**config.mk**
```make
export PLATFORM = sky130hd
export DESIGN_NAME = prc_reset_control
export DESIGN_NICKNAME = d
export VERILOG_FILES = /design/src/prc_pkg.sv /design/src/prc_timer_if.sv /design/src/prc_reset_control.sv /design/src/prc_timer.sv
export SDC_FILE = /design/constraint.sdc
export NUM_CORES = 1
export LEC_CHECK = 0
export ABC_AREA = 1
export BUFFER_PORTS_ARGS = -buffer_cell sky130_fd_sc_hd__buf_2
export CORE_MARGIN = 2
export CORE_UTILIZATION = 45
export DETAILED_ROUTE_END_ITERATION = 10
export GPL_ROUTABILITY_DRIVEN = 0
export PLACE_DENSITY_LB_ADDON = 0.12
export SLEW_MARGIN = 20
export SYNTH_ARGS = -nofsm -noshare
export SYNTH_HDL_FRONTEND = slang
export SYNTH_SLANG_ARGS = --single-unit
```
**constraint.sdc**
```tcl
create_clock -name clock -period 2.2 [get_ports clock]
set_clock_uncertainty 0.05 [all_clocks]
set_input_delay 0.44 -clock clock [delete_from_list [all_inputs] [get_ports clock]]
set_output_delay 0.44 -clock clock [all_outputs]
set_load 0.1 [all_outputs]
```
**src/prc_pkg.sv**
```systemverilog
package prc_pkg;

  // ************************************************************
  // Register map
  // ************************************************************
  localparam logic [7:0] BRIDGE_CONTROL_OFFSET = 8'h3e;
  localparam logic [7:0] STICKY_SCRATCH_OFFSET = 8'h40;
  localparam logic [7:0] EEPROM_DEFAULTS_OFFSET = 8'h44;
  localparam logic [7:0] RESET_STATUS_OFFSET = 8'h48;
  localparam int SECONDARY_BUS_RESET_BIT = 6;
  localparam logic [15:0] BRIDGE_CONTROL_RESET = 16'h0000;
  localparam logic [15:0] STICKY_SCRATCH_RESET = 16'h0000;
  localparam logic [15:0] EEPROM_DEFAULTS_RESET = 16'h0000;
  localparam int STRAP_WIDTH = 4;

  // ************************************************************
  // Timing
  // ************************************************************
  localparam longint CLOCK_HZ = 10000000;
  localparam longint POR_SETTLE_US = 10;
  localparam int POR_SETTLE_CYCLES = int'((POR_SETTLE_US * CLOCK_HZ + 999999) / 1000000);
  localparam longint TRAIN_LIMIT_MS = 80;
  localparam int TRAIN_LIMIT_CYCLES = int'((TRAIN_LIMIT_MS * CLOCK_HZ) / 1000);
  localparam int TRAIN_MARGIN_CYCLES = 8;

  // ************************************************************
  // Link sequencing states
  // ************************************************************
  typedef enum logic [1:0] {
    LS_RESET,
    LS_DOWNLOAD,
    LS_TRAIN,
    LS_DL_DOWN
  } prc_link_state_e;

endpackage

```
**src/prc_timer_if.sv**
```systemverilog
`timescale 1ns/10ps
interface prc_timer_if;
  logic run;
  logic expired;
  modport timer (input run, output expired);
  modport user (output run, input expired);
endinterface

```
**src/prc_reset_control.sv**
```systemverilog
// Summary of operation
// - Low fundamental reset drives internal link reset
// - Fundamental reset clears non-sticky bits, machines
// - Fundamental release latches static straps, EEPROM presence
// - After release, start download, then link setup
// - Link training starts within 80 ms
// - Hot reset moves link into DL_DOWN
// - DL_DOWN clears all but sticky, loadable bits
// - Fundamental or hot reset asserts PCI bus reset
// - Sticky bits clear only on global/power-on
// - Loadable bits clear on fundamental, global, power-on
// - Bridge control bit 6 drives PCI bus reset
// - Only 100 MHz common differential reference supported
// - No beacon, wake or auxiliary power support
// - Global reset low forces power-on reset on the next clock edge
// - Power-on release 10 us after clock activity
`timescale 1ns/10ps
module prc_reset_control import prc_pkg::*; #(
  parameter int TRAIN_LIMIT = TRAIN_LIMIT_CYCLES
) (
  // Clock and reset
  input wire logic clock,
  input wire logic reset_n,
  // Reset pins and power monitors
  input wire logic fundamental_reset_n,
  input wire logic global_reset_n,
  input wire logic power_good,
  input wire logic diff_ref_clock_active,
  input wire logic [STRAP_WIDTH-1:0] strap_pins,
  input wire logic eeprom_present,
  // Link layer
  input wire logic hot_reset_active,
  output logic link_training,
  output logic wake_oe,
  // EEPROM loader
  output logic eeprom_start,
  input wire logic eeprom_done,
  input wire logic eeprom_data_valid,
  input wire logic [15:0] eeprom_data,
  // Configuration access
  input wire logic cfg_write,
  input wire logic cfg_read,
  input wire logic [7:0] cfg_addr,
  input wire logic [15:0] cfg_wdata,
  output logic [15:0] cfg_rdata,
  // Reset outputs to the device
  output logic nonsticky_reset,
  output logic eeprom_class_reset,
  output logic sticky_reset,
  output logic pci_bus_reset_n,
  output logic [STRAP_WIDTH-1:0] strap_latched
);

  // ************************************************************
  // Pin synchronisers
  // ************************************************************
  logic [1:0] gr_sync_ff;
  logic [1:0] fr_sync_ff;
  logic [1:0] pg_sync_ff;
  logic [1:0] rc_sync_ff;
  logic [1:0] ep_sync_ff;
  logic [STRAP_WIDTH-1:0] st_meta_ff;
  logic [STRAP_WIDTH-1:0] st_sync_ff;

  // Global reset clears its chain at once, release is synchronous
  always_ff @(posedge clock or negedge global_reset_n) begin
    if (!global_reset_n) begin
      gr_sync_ff <= 2'b00;
    end else begin
      gr_sync_ff <= {gr_sync_ff[0], 1'b1};
    end
  end

  // Two-stage capture of the remaining pins
  always_ff @(posedge clock) begin
    fr_sync_ff <= {fr_sync_ff[0], fundamental_reset_n};
    pg_sync_ff <= {pg_sync_ff[0], power_good};
    rc_sync_ff <= {rc_sync_ff[0], diff_ref_clock_active};
    ep_sync_ff <= {ep_sync_ff[0], eeprom_present};
    st_meta_ff <= strap_pins;
    st_sync_ff <= st_meta_ff;
  end

  // ************************************************************
  // Timers
  // ************************************************************
  prc_timer_if por_tif ();
  prc_timer_if train_tif ();

  prc_timer #(.LIMIT(POR_SETTLE_CYCLES)) u_por_timer (
    .clock(clock),
    .reset_n(reset_n),
    .tif(por_tif)
  );

  prc_timer #(.LIMIT(TRAIN_LIMIT - TRAIN_MARGIN_CYCLES)) u_train_timer (
    .clock(clock),
    .reset_n(reset_n),
    .tif(train_tif)
  );

  // ************************************************************
  // Reset classes and sequencing
  // ************************************************************
  prc_link_state_e state_ff;
  prc_link_state_e nxt_state;
  logic por_done_ff;
  logic nxt_por_done;
  logic fr_prev_ff;
  logic eeprom_present_ff;
  logic nxt_eeprom_present;
  logic [STRAP_WIDTH-1:0] strap_ff;
  logic [STRAP_WIDTH-1:0] nxt_strap;
  logic eeprom_start_ff;
  logic nxt_eeprom_start;
  logic por_active;
  logic fund_active;
  logic fund_rise;
  logic hot_clear;
  logic nonsticky_clear;
  logic eeprom_clear;

  // Power-on reset holds until power, clock and settle time are met
  assign por_active = !por_done_ff;
  assign por_tif.run = gr_sync_ff[1] && pg_sync_ff[1] && rc_sync_ff[1] && !por_done_ff;
  assign fund_active = !fr_sync_ff[1];
  assign fund_rise = fr_sync_ff[1] && !fr_prev_ff;
  assign hot_clear = (state_ff == LS_DL_DOWN);
  assign nonsticky_clear = por_active || fund_active || hot_clear;
  assign eeprom_clear = por_active || fund_active;
  assign train_tif.run = (state_ff == LS_DOWNLOAD);

  // Next state of the sequencer and latched straps
  always_comb begin
    nxt_state = state_ff;
    nxt_strap = strap_ff;
    nxt_eeprom_present = eeprom_present_ff;
    nxt_eeprom_start = 1'b0;
    nxt_por_done = por_done_ff;
    if (!gr_sync_ff[1]) begin
      nxt_por_done = 1'b0;
    end else if (por_tif.expired) begin
      nxt_por_done = 1'b1;
    end
    if (por_active || fund_active) begin
      nxt_state = LS_RESET;
    end else begin
      case (state_ff)
        LS_RESET: begin
          if (fund_rise) begin
            nxt_strap = st_sync_ff;
            nxt_eeprom_present = ep_sync_ff[1];
            nxt_eeprom_start = ep_sync_ff[1];
            nxt_state = LS_DOWNLOAD;
          end
        end
        LS_DOWNLOAD: begin
          if (hot_reset_active) begin
            nxt_state = LS_DL_DOWN;
          end else if (!eeprom_present_ff || eeprom_done || train_tif.expired) begin
            nxt_state = LS_TRAIN;
          end
        end
        LS_TRAIN: begin
          if (hot_reset_active) begin
            nxt_state = LS_DL_DOWN;
          end
        end
        LS_DL_DOWN: begin
          if (!hot_reset_active) begin
            nxt_state = LS_TRAIN;
          end
        end
        default: nxt_state = LS_RESET;
      endcase
    end
  end

  // Register the sequencer
  always_ff @(posedge clock) begin
    if (!reset_n) begin
      state_ff <= LS_RESET;
      strap_ff <= '0;
      eeprom_present_ff <= 1'b0;
      eeprom_start_ff <= 1'b0;
      por_done_ff <= 1'b0;
      fr_prev_ff <= 1'b0;
    end else begin
      state_ff <= nxt_state;
      strap_ff <= nxt_strap;
      eeprom_present_ff <= nxt_eeprom_present;
      eeprom_start_ff <= nxt_eeprom_start;
      por_done_ff <= nxt_por_done;
      fr_prev_ff <= fr_sync_ff[1];
    end
  end

  // ************************************************************
  // Configuration registers
  // ************************************************************
  logic [15:0] bridge_control_ff;
  logic [15:0] nxt_bridge_control;
  logic [15:0] sticky_ff;
  logic [15:0] nxt_sticky;
  logic [15:0] eeload_ff;
  logic [15:0] nxt_eeload;
  logic [15:0] rdata_ff;
  logic [15:0] nxt_rdata;
  logic bus_reset_n_ff;
  logic nxt_bus_reset_n;
  logic [2:0] class_ff;
  logic [2:0] nxt_class;

  // Writes, per-class clearing, reads and bus reset merge
  always_comb begin
    nxt_bridge_control = bridge_control_ff;
    nxt_sticky = sticky_ff;
    nxt_eeload = eeload_ff;
    nxt_rdata = rdata_ff;
    if (nonsticky_clear) begin
      nxt_bridge_control = BRIDGE_CONTROL_RESET;
    end else if (cfg_write && cfg_addr == BRIDGE_CONTROL_OFFSET) begin
      nxt_bridge_control = cfg_wdata;
    end
    if (por_active) begin
      nxt_sticky = STICKY_SCRATCH_RESET;
    end else if (cfg_write && cfg_addr == STICKY_SCRATCH_OFFSET) begin
      nxt_sticky = cfg_wdata;
    end
    if (eeprom_clear) begin
      nxt_eeload = EEPROM_DEFAULTS_RESET;
    end else if (eeprom_data_valid && state_ff == LS_DOWNLOAD) begin
      nxt_eeload = eeprom_data;
    end else if (cfg_write && !hot_clear && cfg_addr == EEPROM_DEFAULTS_OFFSET) begin
      nxt_eeload = cfg_wdata;
    end
    if (cfg_read) begin
      case (cfg_addr)
        BRIDGE_CONTROL_OFFSET: nxt_rdata = bridge_control_ff;
        STICKY_SCRATCH_OFFSET: nxt_rdata = sticky_ff;
        EEPROM_DEFAULTS_OFFSET: nxt_rdata = eeload_ff;
        RESET_STATUS_OFFSET: begin
          nxt_rdata = {6'h00, eeprom_present_ff, link_training, strap_ff, 2'b00, state_ff};
        end
        default: nxt_rdata = 16'h0000;
      endcase
    end
    nxt_bus_reset_n = !(por_active || !gr_sync_ff[1] || fund_active || hot_clear
                        || bridge_control_ff[SECONDARY_BUS_RESET_BIT]);
    nxt_class = {por_active, eeprom_clear, nonsticky_clear};
  end

  // Register configuration state; bus reset releases on the clock
  always_ff @(posedge clock) begin
    if (!reset_n) begin
      bridge_control_ff <= BRIDGE_CONTROL_RESET;
      sticky_ff <= STICKY_SCRATCH_RESET;
      eeload_ff <= EEPROM_DEFAULTS_RESET;
      rdata_ff <= 16'h0000;
      bus_reset_n_ff <= 1'b0;
      class_ff <= 3'h7;
    end else begin
      bridge_control_ff <= nxt_bridge_control;
      sticky_ff <= nxt_sticky;
      eeload_ff <= nxt_eeload;
      rdata_ff <= nxt_rdata;
      bus_reset_n_ff <= nxt_bus_reset_n;
      class_ff <= nxt_class;
    end
  end

  // Outputs
  assign cfg_rdata = rdata_ff;
  assign pci_bus_reset_n = bus_reset_n_ff;
  assign nonsticky_reset = class_ff[0];
  assign eeprom_class_reset = class_ff[1];
  assign sticky_reset = class_ff[2];
  assign link_training = (state_ff == LS_TRAIN);
  assign eeprom_start = eeprom_start_ff;
  assign strap_latched = strap_ff;
  assign wake_oe = 1'b0;

  logic [19:0] wait_cnt_ff;
  always_ff @(posedge clock) begin
    if (!reset_n || state_ff != LS_DOWNLOAD) begin
      wait_cnt_ff <= 20'h00000;
    end else begin
      wait_cnt_ff <= wait_cnt_ff + 20'h00001;
    end
  end
endmodule

```
**src/prc_timer.sv**
```systemverilog
`timescale 1ns/10ps
module prc_timer #(
  parameter int unsigned LIMIT = 100
) (
  // Clock and reset
  input wire logic clock,
  input wire logic reset_n,
  // Control
  prc_timer_if.timer tif
);
  localparam int W = $clog2(LIMIT + 1);

  logic [W-1:0] count_ff;
  logic [W-1:0] nxt_count;
  logic expired_ff;
  logic nxt_expired;

  // Count while run is held, restart when it drops
  always_comb begin
    nxt_count = count_ff;
    nxt_expired = expired_ff;
    if (!tif.run) begin
      nxt_count = '0;
      nxt_expired = 1'b0;
    end else if (!expired_ff) begin
      if (count_ff == W'(LIMIT - 1)) begin
        nxt_expired = 1'b1;
      end else begin
        nxt_count = count_ff + 1'b1;
      end
    end
  end

  // Register the counter
  always_ff @(posedge clock) begin
    if (!reset_n) begin
      count_ff <= '0;
      expired_ff <= 1'b0;
    end else begin
      count_ff <= nxt_count;
      expired_ff <= nxt_expired;
    end
  end

  assign tif.expired = expired_ff;
endmodule

```
# Word level (Yosys, flattened, before mapping)
# Cells that the tools add are included.
# op_classes
add_sub_neg	2
n_eq_ne	13
muxes	13
bitwise	8
n_reduce_logical	37
# op_table
operator	n
one-hot mux 16 bit (4 select lines)	1
2-to-1 mux 16 bit	2
== test 8 x 7 -> 1 bit, second input constant	3
adder 20 x 1 -> 20 bit, second input constant	1
== test 20 bit, second input constant	1
AND reduction 2 bit	6
2-to-1 mux 2 bit	5
logical AND 1 bit	9
== test 8 x 6 -> 1 bit, second input constant	1
logical OR 1 bit	8
NOT 1 bit	8
one-hot mux 2 bit (4 select lines)	1
adder 7 x 1 -> 7 bit, second input constant	1
== test 7 bit, second input constant	1
zero test 1 bit	7
!= test 2 bit, second input constant	3
== test 2 bit, second input constant	2
2-to-1 mux 1 bit	4
AND reduction 4 bit	1
OR reduction 2 bit	2
OR reduction 4 bit	1
!= test 3 bit, second input constant	1
AND reduction 3 bit	1
== test 2 x 1 -> 1 bit, second input constant	1
2 further kinds	2
# totals
ff_bits	125
out_inout_bits	27
word_cells	96

# Longest topological paths before layout
# Gate-level depths: netlist (run 1).
# logic_depth
ltp_word	6
depth_mapped	10

# Cells and area by module
# From an unflattened synthesis (run 1), not the netlist that was laid out.
# hier_totals
cells_unflattened	782
hier_area_um2	5685.5
# by_module_without_submodules
module	n_inst	cells_each	area_each_um2	seq_area_each_um2
prc_reset_control	1	513	3945.0	1931.9
prc_timer at u_train_timer	1	208	1313.8	420.4
prc_timer at u_por_timer	1	61	426.7	160.2

# Least setup slack after synthesis (run 1)
# OpenSTA, ideal clock, no wires.
# synth_path
path_type	flip-flop to output port
start	reg state_ff[0]
end	out link_training
arrival_ps	1120
setup_slack_ps	590
stages_incl_launch_ff	4
path_buffers	0
path_cell_list	dfxtp_1 > inv_1 > nand2_1 > inv_1
# synth_between
elab_chain_cells	1
# synth_lines
item	line	rtl
from (decl)	prc_reset_control.sv:105	prc_link_state_e state_ff;
from (signal assigned)	prc_reset_control.sv:189	state_ff <= nxt_state;
== test 2 bit	prc_reset_control.sv:278	assign link_training = (state_ff == LS_TRAIN);
to (decl)	prc_reset_control.sv:33	output logic link_training,
# Every way passes these cells.

# Worst setup path in the final report (run 1)
# Same ends and word-level chain as after synthesis.

==> results of run 1 <==
-- cell families (layout without fill, tap and decap cells) --
kind of cell    after synthesis  after routing
xor+xnor                     15             15
simple gates                437            437
other cells                   2              2
fa+ha+maj                     2              2
buf+inv                      84            174
flops                       125            125
mux                           2              2
compound gates              100            100
-- cells in the mapped netlist, drive strengths merged --
master and count:
a211oi 2, a21oi 58, a31o 2, buf 25, clkbuf 14, clkinv 2, conb 2, dfrtp 2
dfxtp 123, ha 2, inv 43, mux2 2, nand2 172, nand3 105, nand3b 1, nand4 26
nor2 105, nor3 27, nor3b 1, o21ai 38, xnor2 5, xor2 10
-- state kept, by name (all words and copies together), names as in the netlist, 4 cells and up --
signal and flops:
cfg_rdata 16, eeload_ff 16, st_meta_ff 4, u_train_timer.count_ff 20
sticky_ff 16, bridge_control_ff 16, st_sync_ff 4, u_por_timer.count_ff 7
strap_latched 4
-- area by class of cell --
class	count	area share
Clock buffer	18	0.0641
Tap cell	168	0.0314
Clock inverter	14	0.0217
Timing Repair Buffer	97	0.0826
Inverter	45	0.0252
Sequential cell	125	0.375
Multi-Input combinational cell	558	0.400
-- final timing paths --
path / from / end / cells past startpoint
max in group asynchronous: global_reset_n / gr_sync_ff[1]$_DFF_PN0_ / 2
min in group asynchronous: global_reset_n / gr_sync_ff[0]$_DFF_PN0_ / 2
worst max-delay path: state_ff[0]$_SDFFE_PP0P_ / link_training / 4
worst max register to register: u_train_timer.count_ff[0]$_SDFFE_PN0P_ / u_train_timer.count_ff[14]$_SDFFE_PN0P_ / 7
worst min-delay path: diff_ref_clock_active / rc_sync_ff[0]$_DFF_P_ / 1
worst min register to register: pg_sync_ff[0]$_DFF_P_ / pg_sync_ff[1]$_DFF_P_ / 0
-- through the flow --
step	power, mW	instance area (sq um)
2_1_floorplan	2.42	5570
3_3_place_gp	2.51	6110
4_1_cts	5.21	6690
3_5_place_dp	2.51	6110
5_1_grt	5.33	6690
6_report	5.16	6690
-- critical path: stages (launching register included) --
cell and delay [ps]:
dfxtp_1 330, inv_1 170, nand2_1 110, inv_1 100
buf_2 430
-- power by group --
part	total [mW]	internal, mW	switching [mW]
sequential	2.29	2.28	0.00592
combinational	0.175	0.0595	0.115
clock	2.69	1.66	1.03
-- per-layer routing --
| metal | routed length, um | vias up | part of all wire | GRT usage |
|---|---|---|---|---|
| li1 | - | 2695 | - | - |
| met1 | 7430 | 2363 | 0.50 | 0.346 |
| met2 | 5780 | 225 | 0.39 | 0.305 |
| met3 | 1350 | 13 | 0.092 | 0.0775 |
| met4 | 161 | 0 | 0.011 | 0.0627 |
| met5 | 0 | - | 0 | 0 |
-- what timing repair did --
action,4_1_cts,5_1_grt
hold buffers,1,0
hold endpoints to repair,2,0
setup endpoints to repair,0,0
==> flow_metrics.py, run 1 <==
metrics = {
    "outcome": {
        "status": "completed",
    },
    "floorplan": {
        "initial_core_util": 0.462,
        "row_count": 40,
        "fp.dieH_um": 115,
        "coreArea_sq_um": 12100,
        "pin_count": 83,
        "die-area_sq_um": 13300,
        "die_w_um": 115,
    },
    "cts": {
        "clock_sink_count": 125,
        "path_clk_slew_ps": 60,
        "htreeDepth": 4,
        "cts_setup_buffers": 0,
        "cts_buffers": 17,
        "cts_max_path_buffers": 2,
        "cts_tree": "done",
        "post_cts_resized": 0,
        "cts-root-buf": "clkbuf_16",
        "clock_latency_ps": 410,
    },
    "hold_path": {
        "min_path_type": "primary input to flip-flop",
    },
    "synthesis": {
        "syn_area_sq_um": 5570,
        "synth_top_family_by_area": "simple AND/OR/NAND/NOR gates",
        "synthAdderAreaFrac": 0.00449,
        "synthCells": 767,
        "ys_types": 34,
        "synth_mux_area_frac": 0.00404,
        "synth_xor_area_frac": 0.0236,
        "synth-compound-area-share": 0.0927,
        "synth-seq-area-share": 0.451,
        "synth_nets": 825,
        "yosysTopAreaCell": "dfxtp_1",
        "avgSynthCellArea_sq_um": 7.27,
        "synth_top_area_share": 0.442,
        "ys_ff_latch": 125,
        "ys_warn_count": 0,
        "synth-simple-area-share": 0.353,
        "yosys-top-cells-area": "dfxtp_1, nand2_1, nand3_1",
    },
    "drt": {
        "drt_pass1_iterations": 5,
        "vias_per_cell": 5.17,
        "drc": 0,
        "drt-total-wl_um": 14700,
        "wl_per_cell_um": 14.4,
        "ant_nets": 0,
        "drtIter0Drc": 577,
        "vias": 5296,
    },
    "timing": {
        "fin_crit_sh": 0.929,
        "clock.fmax_mhz": 489,
        "rsz0062_at_grt": "no",
        "fin_crit_ps": 2040,
        "worst_slack_ps": 157,
        "maxSlewViolCount": 0,
        "setup_tns_ps": 0,
        "hold_ws_ps": 78.7,
        "hold_viol_final": 0,
        "setup_viol": 0,
    },
    "layout": {
        "synthToLayoutAreaGrowth_pct": 20.1,
        "layout_commonest_cell": "nand2_1",
        "antenna_cells": 0,
        "final_cells": 1025,
        "multiInputGateArea_sq_um": 2680,
        "nets": 902,
        "seqCellArea_sq_um": 2510,
        "final_cell_mix": "nand2_1, dfxtp_1, nand3_1",
        "drive_gt1_frac": 0.182,
        "utilization": 0.555,
        "n_fill_cell": 1177,
    },
    "power": {
        "power.density_nw_per_um2": 771,
        "leakagePower_nw": 2.53,
        "ir_worst_vdd_mv": 0.693,
    },
    "global_routing": {
        "grt_max_degree": 36,
        "grt_pass1_wl_um": 23600,
        "grt-ovfl-total": 0,
        "first_global_vias": 4751,
        "antenna_found_initial": 0,
        "grt_usage": 0.228,
    },
    "place": {
        "dp_hpwl_um": 10800,
        "dp_slack_ps": 224,
        "numPortBuffers": 81,
        "dp_cells": 992,
    },
    "job": {
        "maxCapViolCount": 0,
    },
    "critical_path": {
        "required_ps": 1710,
        "startpoint_type": "flip-flop",
        "worstSetupPathType": "flip-flop to output pin",
        "worstPathArrival_ps": 1550,
        "end_kind": "output pin",
        "critPathMaxFanout": 4,
        "r2r_setup_slack_ps": 460,
    },
}
Note: power is estimated with default switching activity, not from simulation.
==> inputs of run 2 (changes only) <==
Settings changed: GPL_TIMING_DRIVEN set to 0.
Clock period 2.2 ns to 2.05 ns, I/O delays scaled along.
==> flow_metrics.py, run 2 (synthesis results as in run 1) <==
metrics = {
    "global_routing": {
        "met2_usage": 0.324,
        "grt_pass1_wl_um": 24200,
        "antenna_found_initial": 0,
        "first_global_vias": 4961,
        "busiest_layer": "met1",
        "met3_usage": 0.0764,
        "grt_max_degree": 17,
        "grt-ovfl-total": 0,
        "gr-usage-met1": 0.346,
        "grt_usage": 0.235,
    },
    "floorplan": {
        "die_w_um": 115,
        "coreArea_sq_um": 12100,
        "fp.dieH_um": 115,
        "die-area_sq_um": 13300,
        "initial_core_util": 0.462,
        "row_count": 40,
        "pin_count": 83,
    },
    "layout": {
        "utilization": 0.563,
        "nets": 922,
        "seqCellArea_sq_um": 2510,
        "synthToLayoutAreaGrowth_pct": 21.8,
        "n_fill_cell": 1140,
        "antenna_cells": 0,
        "largest_register_ffs": 20,
        "multiInputGateArea_sq_um": 2670,
        "layout_commonest_cell": "nand2_1",
        "final_cell_mix": "nand2_1, dfxtp_1, nand3_1",
        "drive_gt1_frac": 0.185,
        "top_register": "u_train_timer.count_ff",
    },
    "cts": {
        "cts_setup_buffers": 0,
        "clock_latency_ps": 410,
        "htreeDepth": 4,
        "cts_tree": "done",
        "cts_buffers": 17,
        "path_clk_slew_ps": 60,
        "cts_max_path_buffers": 2,
        "cts-root-buf": "clkbuf_16",
        "clock_sink_count": 125,
    },
    "critical_path": {
        "slowest_delay_ps": 450,
        "slowest_stage": "dfxtp_1",
        "startpoint_type": "flip-flop",
        "cp_top_family": "flip-flops",
        "timing.reg2reg.worst_path_depth": 8,
        "worstPathArrival_ps": 1430,
        "r2r_setup_slack_ps": 260,
        "worstSetupPathType": "flip-flop to output pin",
        "critPathMaxFanout": 6,
        "cp_cell_sequence": "nand2_1 > inv_1 > clkbuf_4",
        "cp.buffers_inverters": 2,
        "reg2reg_from": "u_train_timer.count_ff[0]$_SDFFE_PN0P_",
        "required_ps": 1590,
        "rr_endpoint": "u_train_timer.count_ff[17]$_SDFFE_PN0P_",
        "end_kind": "output pin",
    },
    "timing": {
        "rsz0062_at_grt": "no",
        "setup_viol": 0,
        "fin_crit_sh": 0.924,
        "clock.fmax_mhz": 528,
        "maxSlewViolCount": 0,
        "setup_tns_ps": 0,
        "hold_viol_final": 0,
        "fin_crit_ps": 1890,
    },
    "drt": {
        "drc": 0,
        "drt_pass1_iterations": 5,
        "vias": 5421,
        "drtIter0Drc": 345,
        "wl_per_cell_um": 14.2,
        "drt-total-wl_um": 14800,
        "vias_per_cell": 5.19,
        "ant_nets": 0,
    },
    "hold_path": {
        "min_from": "eeprom_present",
        "holdPathEnd": "ep_sync_ff[0]$_DFF_P_",
        "min_path_type": "primary input to flip-flop",
        "min_path_cells": 1,
    },
    "power": {
        "ir_worst_vdd_mv": 0.565,
        "power.density_nw_per_um2": 841,
        "leakagePower_nw": 2.59,
    },
    "place": {
        "dp_hpwl_um": 11300,
        "numPortBuffers": 77,
    },
    "job": {
        "maxCapViolCount": 0,
    },
    "outcome": {
        "status": "completed",
    },
}
-- run 2: cell count changes in the layout (fill, tap and decap cells not counted), moves of 2 or more --
| cell | before | now |
|---|---|---|
| clkinv_4 | 2 | 4 |
| buf_4 | 13 | 9 |
| buf_12 | 2 | 0 |
| clkinv_2 | 4 | 2 |
| clkbuf_1 | 1 | 15 |
| buf_6 | 0 | 2 |
| buf_2 | 81 | 89 |
-- run 2: layout make-up --
type                       instances  area share
clock inverter                    13      0.0245
timing repair buffer              78      0.0586
buffer                            39      0.0328
tap                              168      0.0310
clock buffer                      19      0.0652
inverter                          45      0.0249
sequential                       125       0.370
multi-input combinational        558       0.393
-- run 2: per-layer routing --
metal	part of all wire	wire [um]
met4	0.010	154
met3	0.077	1150
met5	0	0
met2	0.40	5950
met1	0.51	7590
-- run 2: stage by stage --
stage	worst slack [ps]	instances	power (mW)	area, sq um	hold slack, ps
after detailed placement	216	1012	2.69	6170	151
after global placement	217	1012	2.69	6170	147
final	156	1045	5.71	6790	45.4
after global routing	75.2	1045	5.90	6790	21.5
after CTS	58.4	1045	5.74	6790	31.4
after floorplan	466	767	2.60	5570	64.4
-- run 2: how the worst max path moves through the flow --
stage / startpoint / to / slack [ps] / cells after the start
after CTS: state_ff[0]$_SDFFE_PP0P_ / link_training / 60 / 4
final: state_ff[1]$_SDFFE_PP0P_ / link_training / 160 / 3
after detailed placement: cfg_addr[0] / bridge_control_ff[6]$_SDFFE_PP0P_ / 220 / 8
after global placement: cfg_addr[7] / bridge_control_ff[7]$_SDFFE_PP0P_ / 220 / 6
after floorplan: state_ff[0]$_SDFFE_PP0P_ / state_ff[0]$_SDFFE_PP0P_ / 470 / 6
after global routing: state_ff[1]$_SDFFE_PP0P_ / link_training / 80 / 3
-- run 2: worst register-to-register path, cell delays in order (launching register included) --
cell	delay, ps
dfxtp_1	400
ha_1	320
nor3b_1	240
nand3_1	120
nor2_1	130
nor2_2	80
buf_6	160
a21oi_1	130
nor2_1	50
-- run 2: report_power, final --
part	switching [mW]	leakage (nW)	internal [mW]	total, mW
clock	1.11	0.290	1.95	3.06
sequential	0.00643	1.02	2.45	2.46
combinational	0.125	1.28	0.0640	0.189
total	1.24	2.59	4.46	5.71
-- run 2: what timing repair did --
item / in CTS / in global routing
hold endpoints to repair: 2 / 0
hold buffers: 1 / 0
gates resized for setup: 0 / 1
setup endpoints to repair: 0 / 1
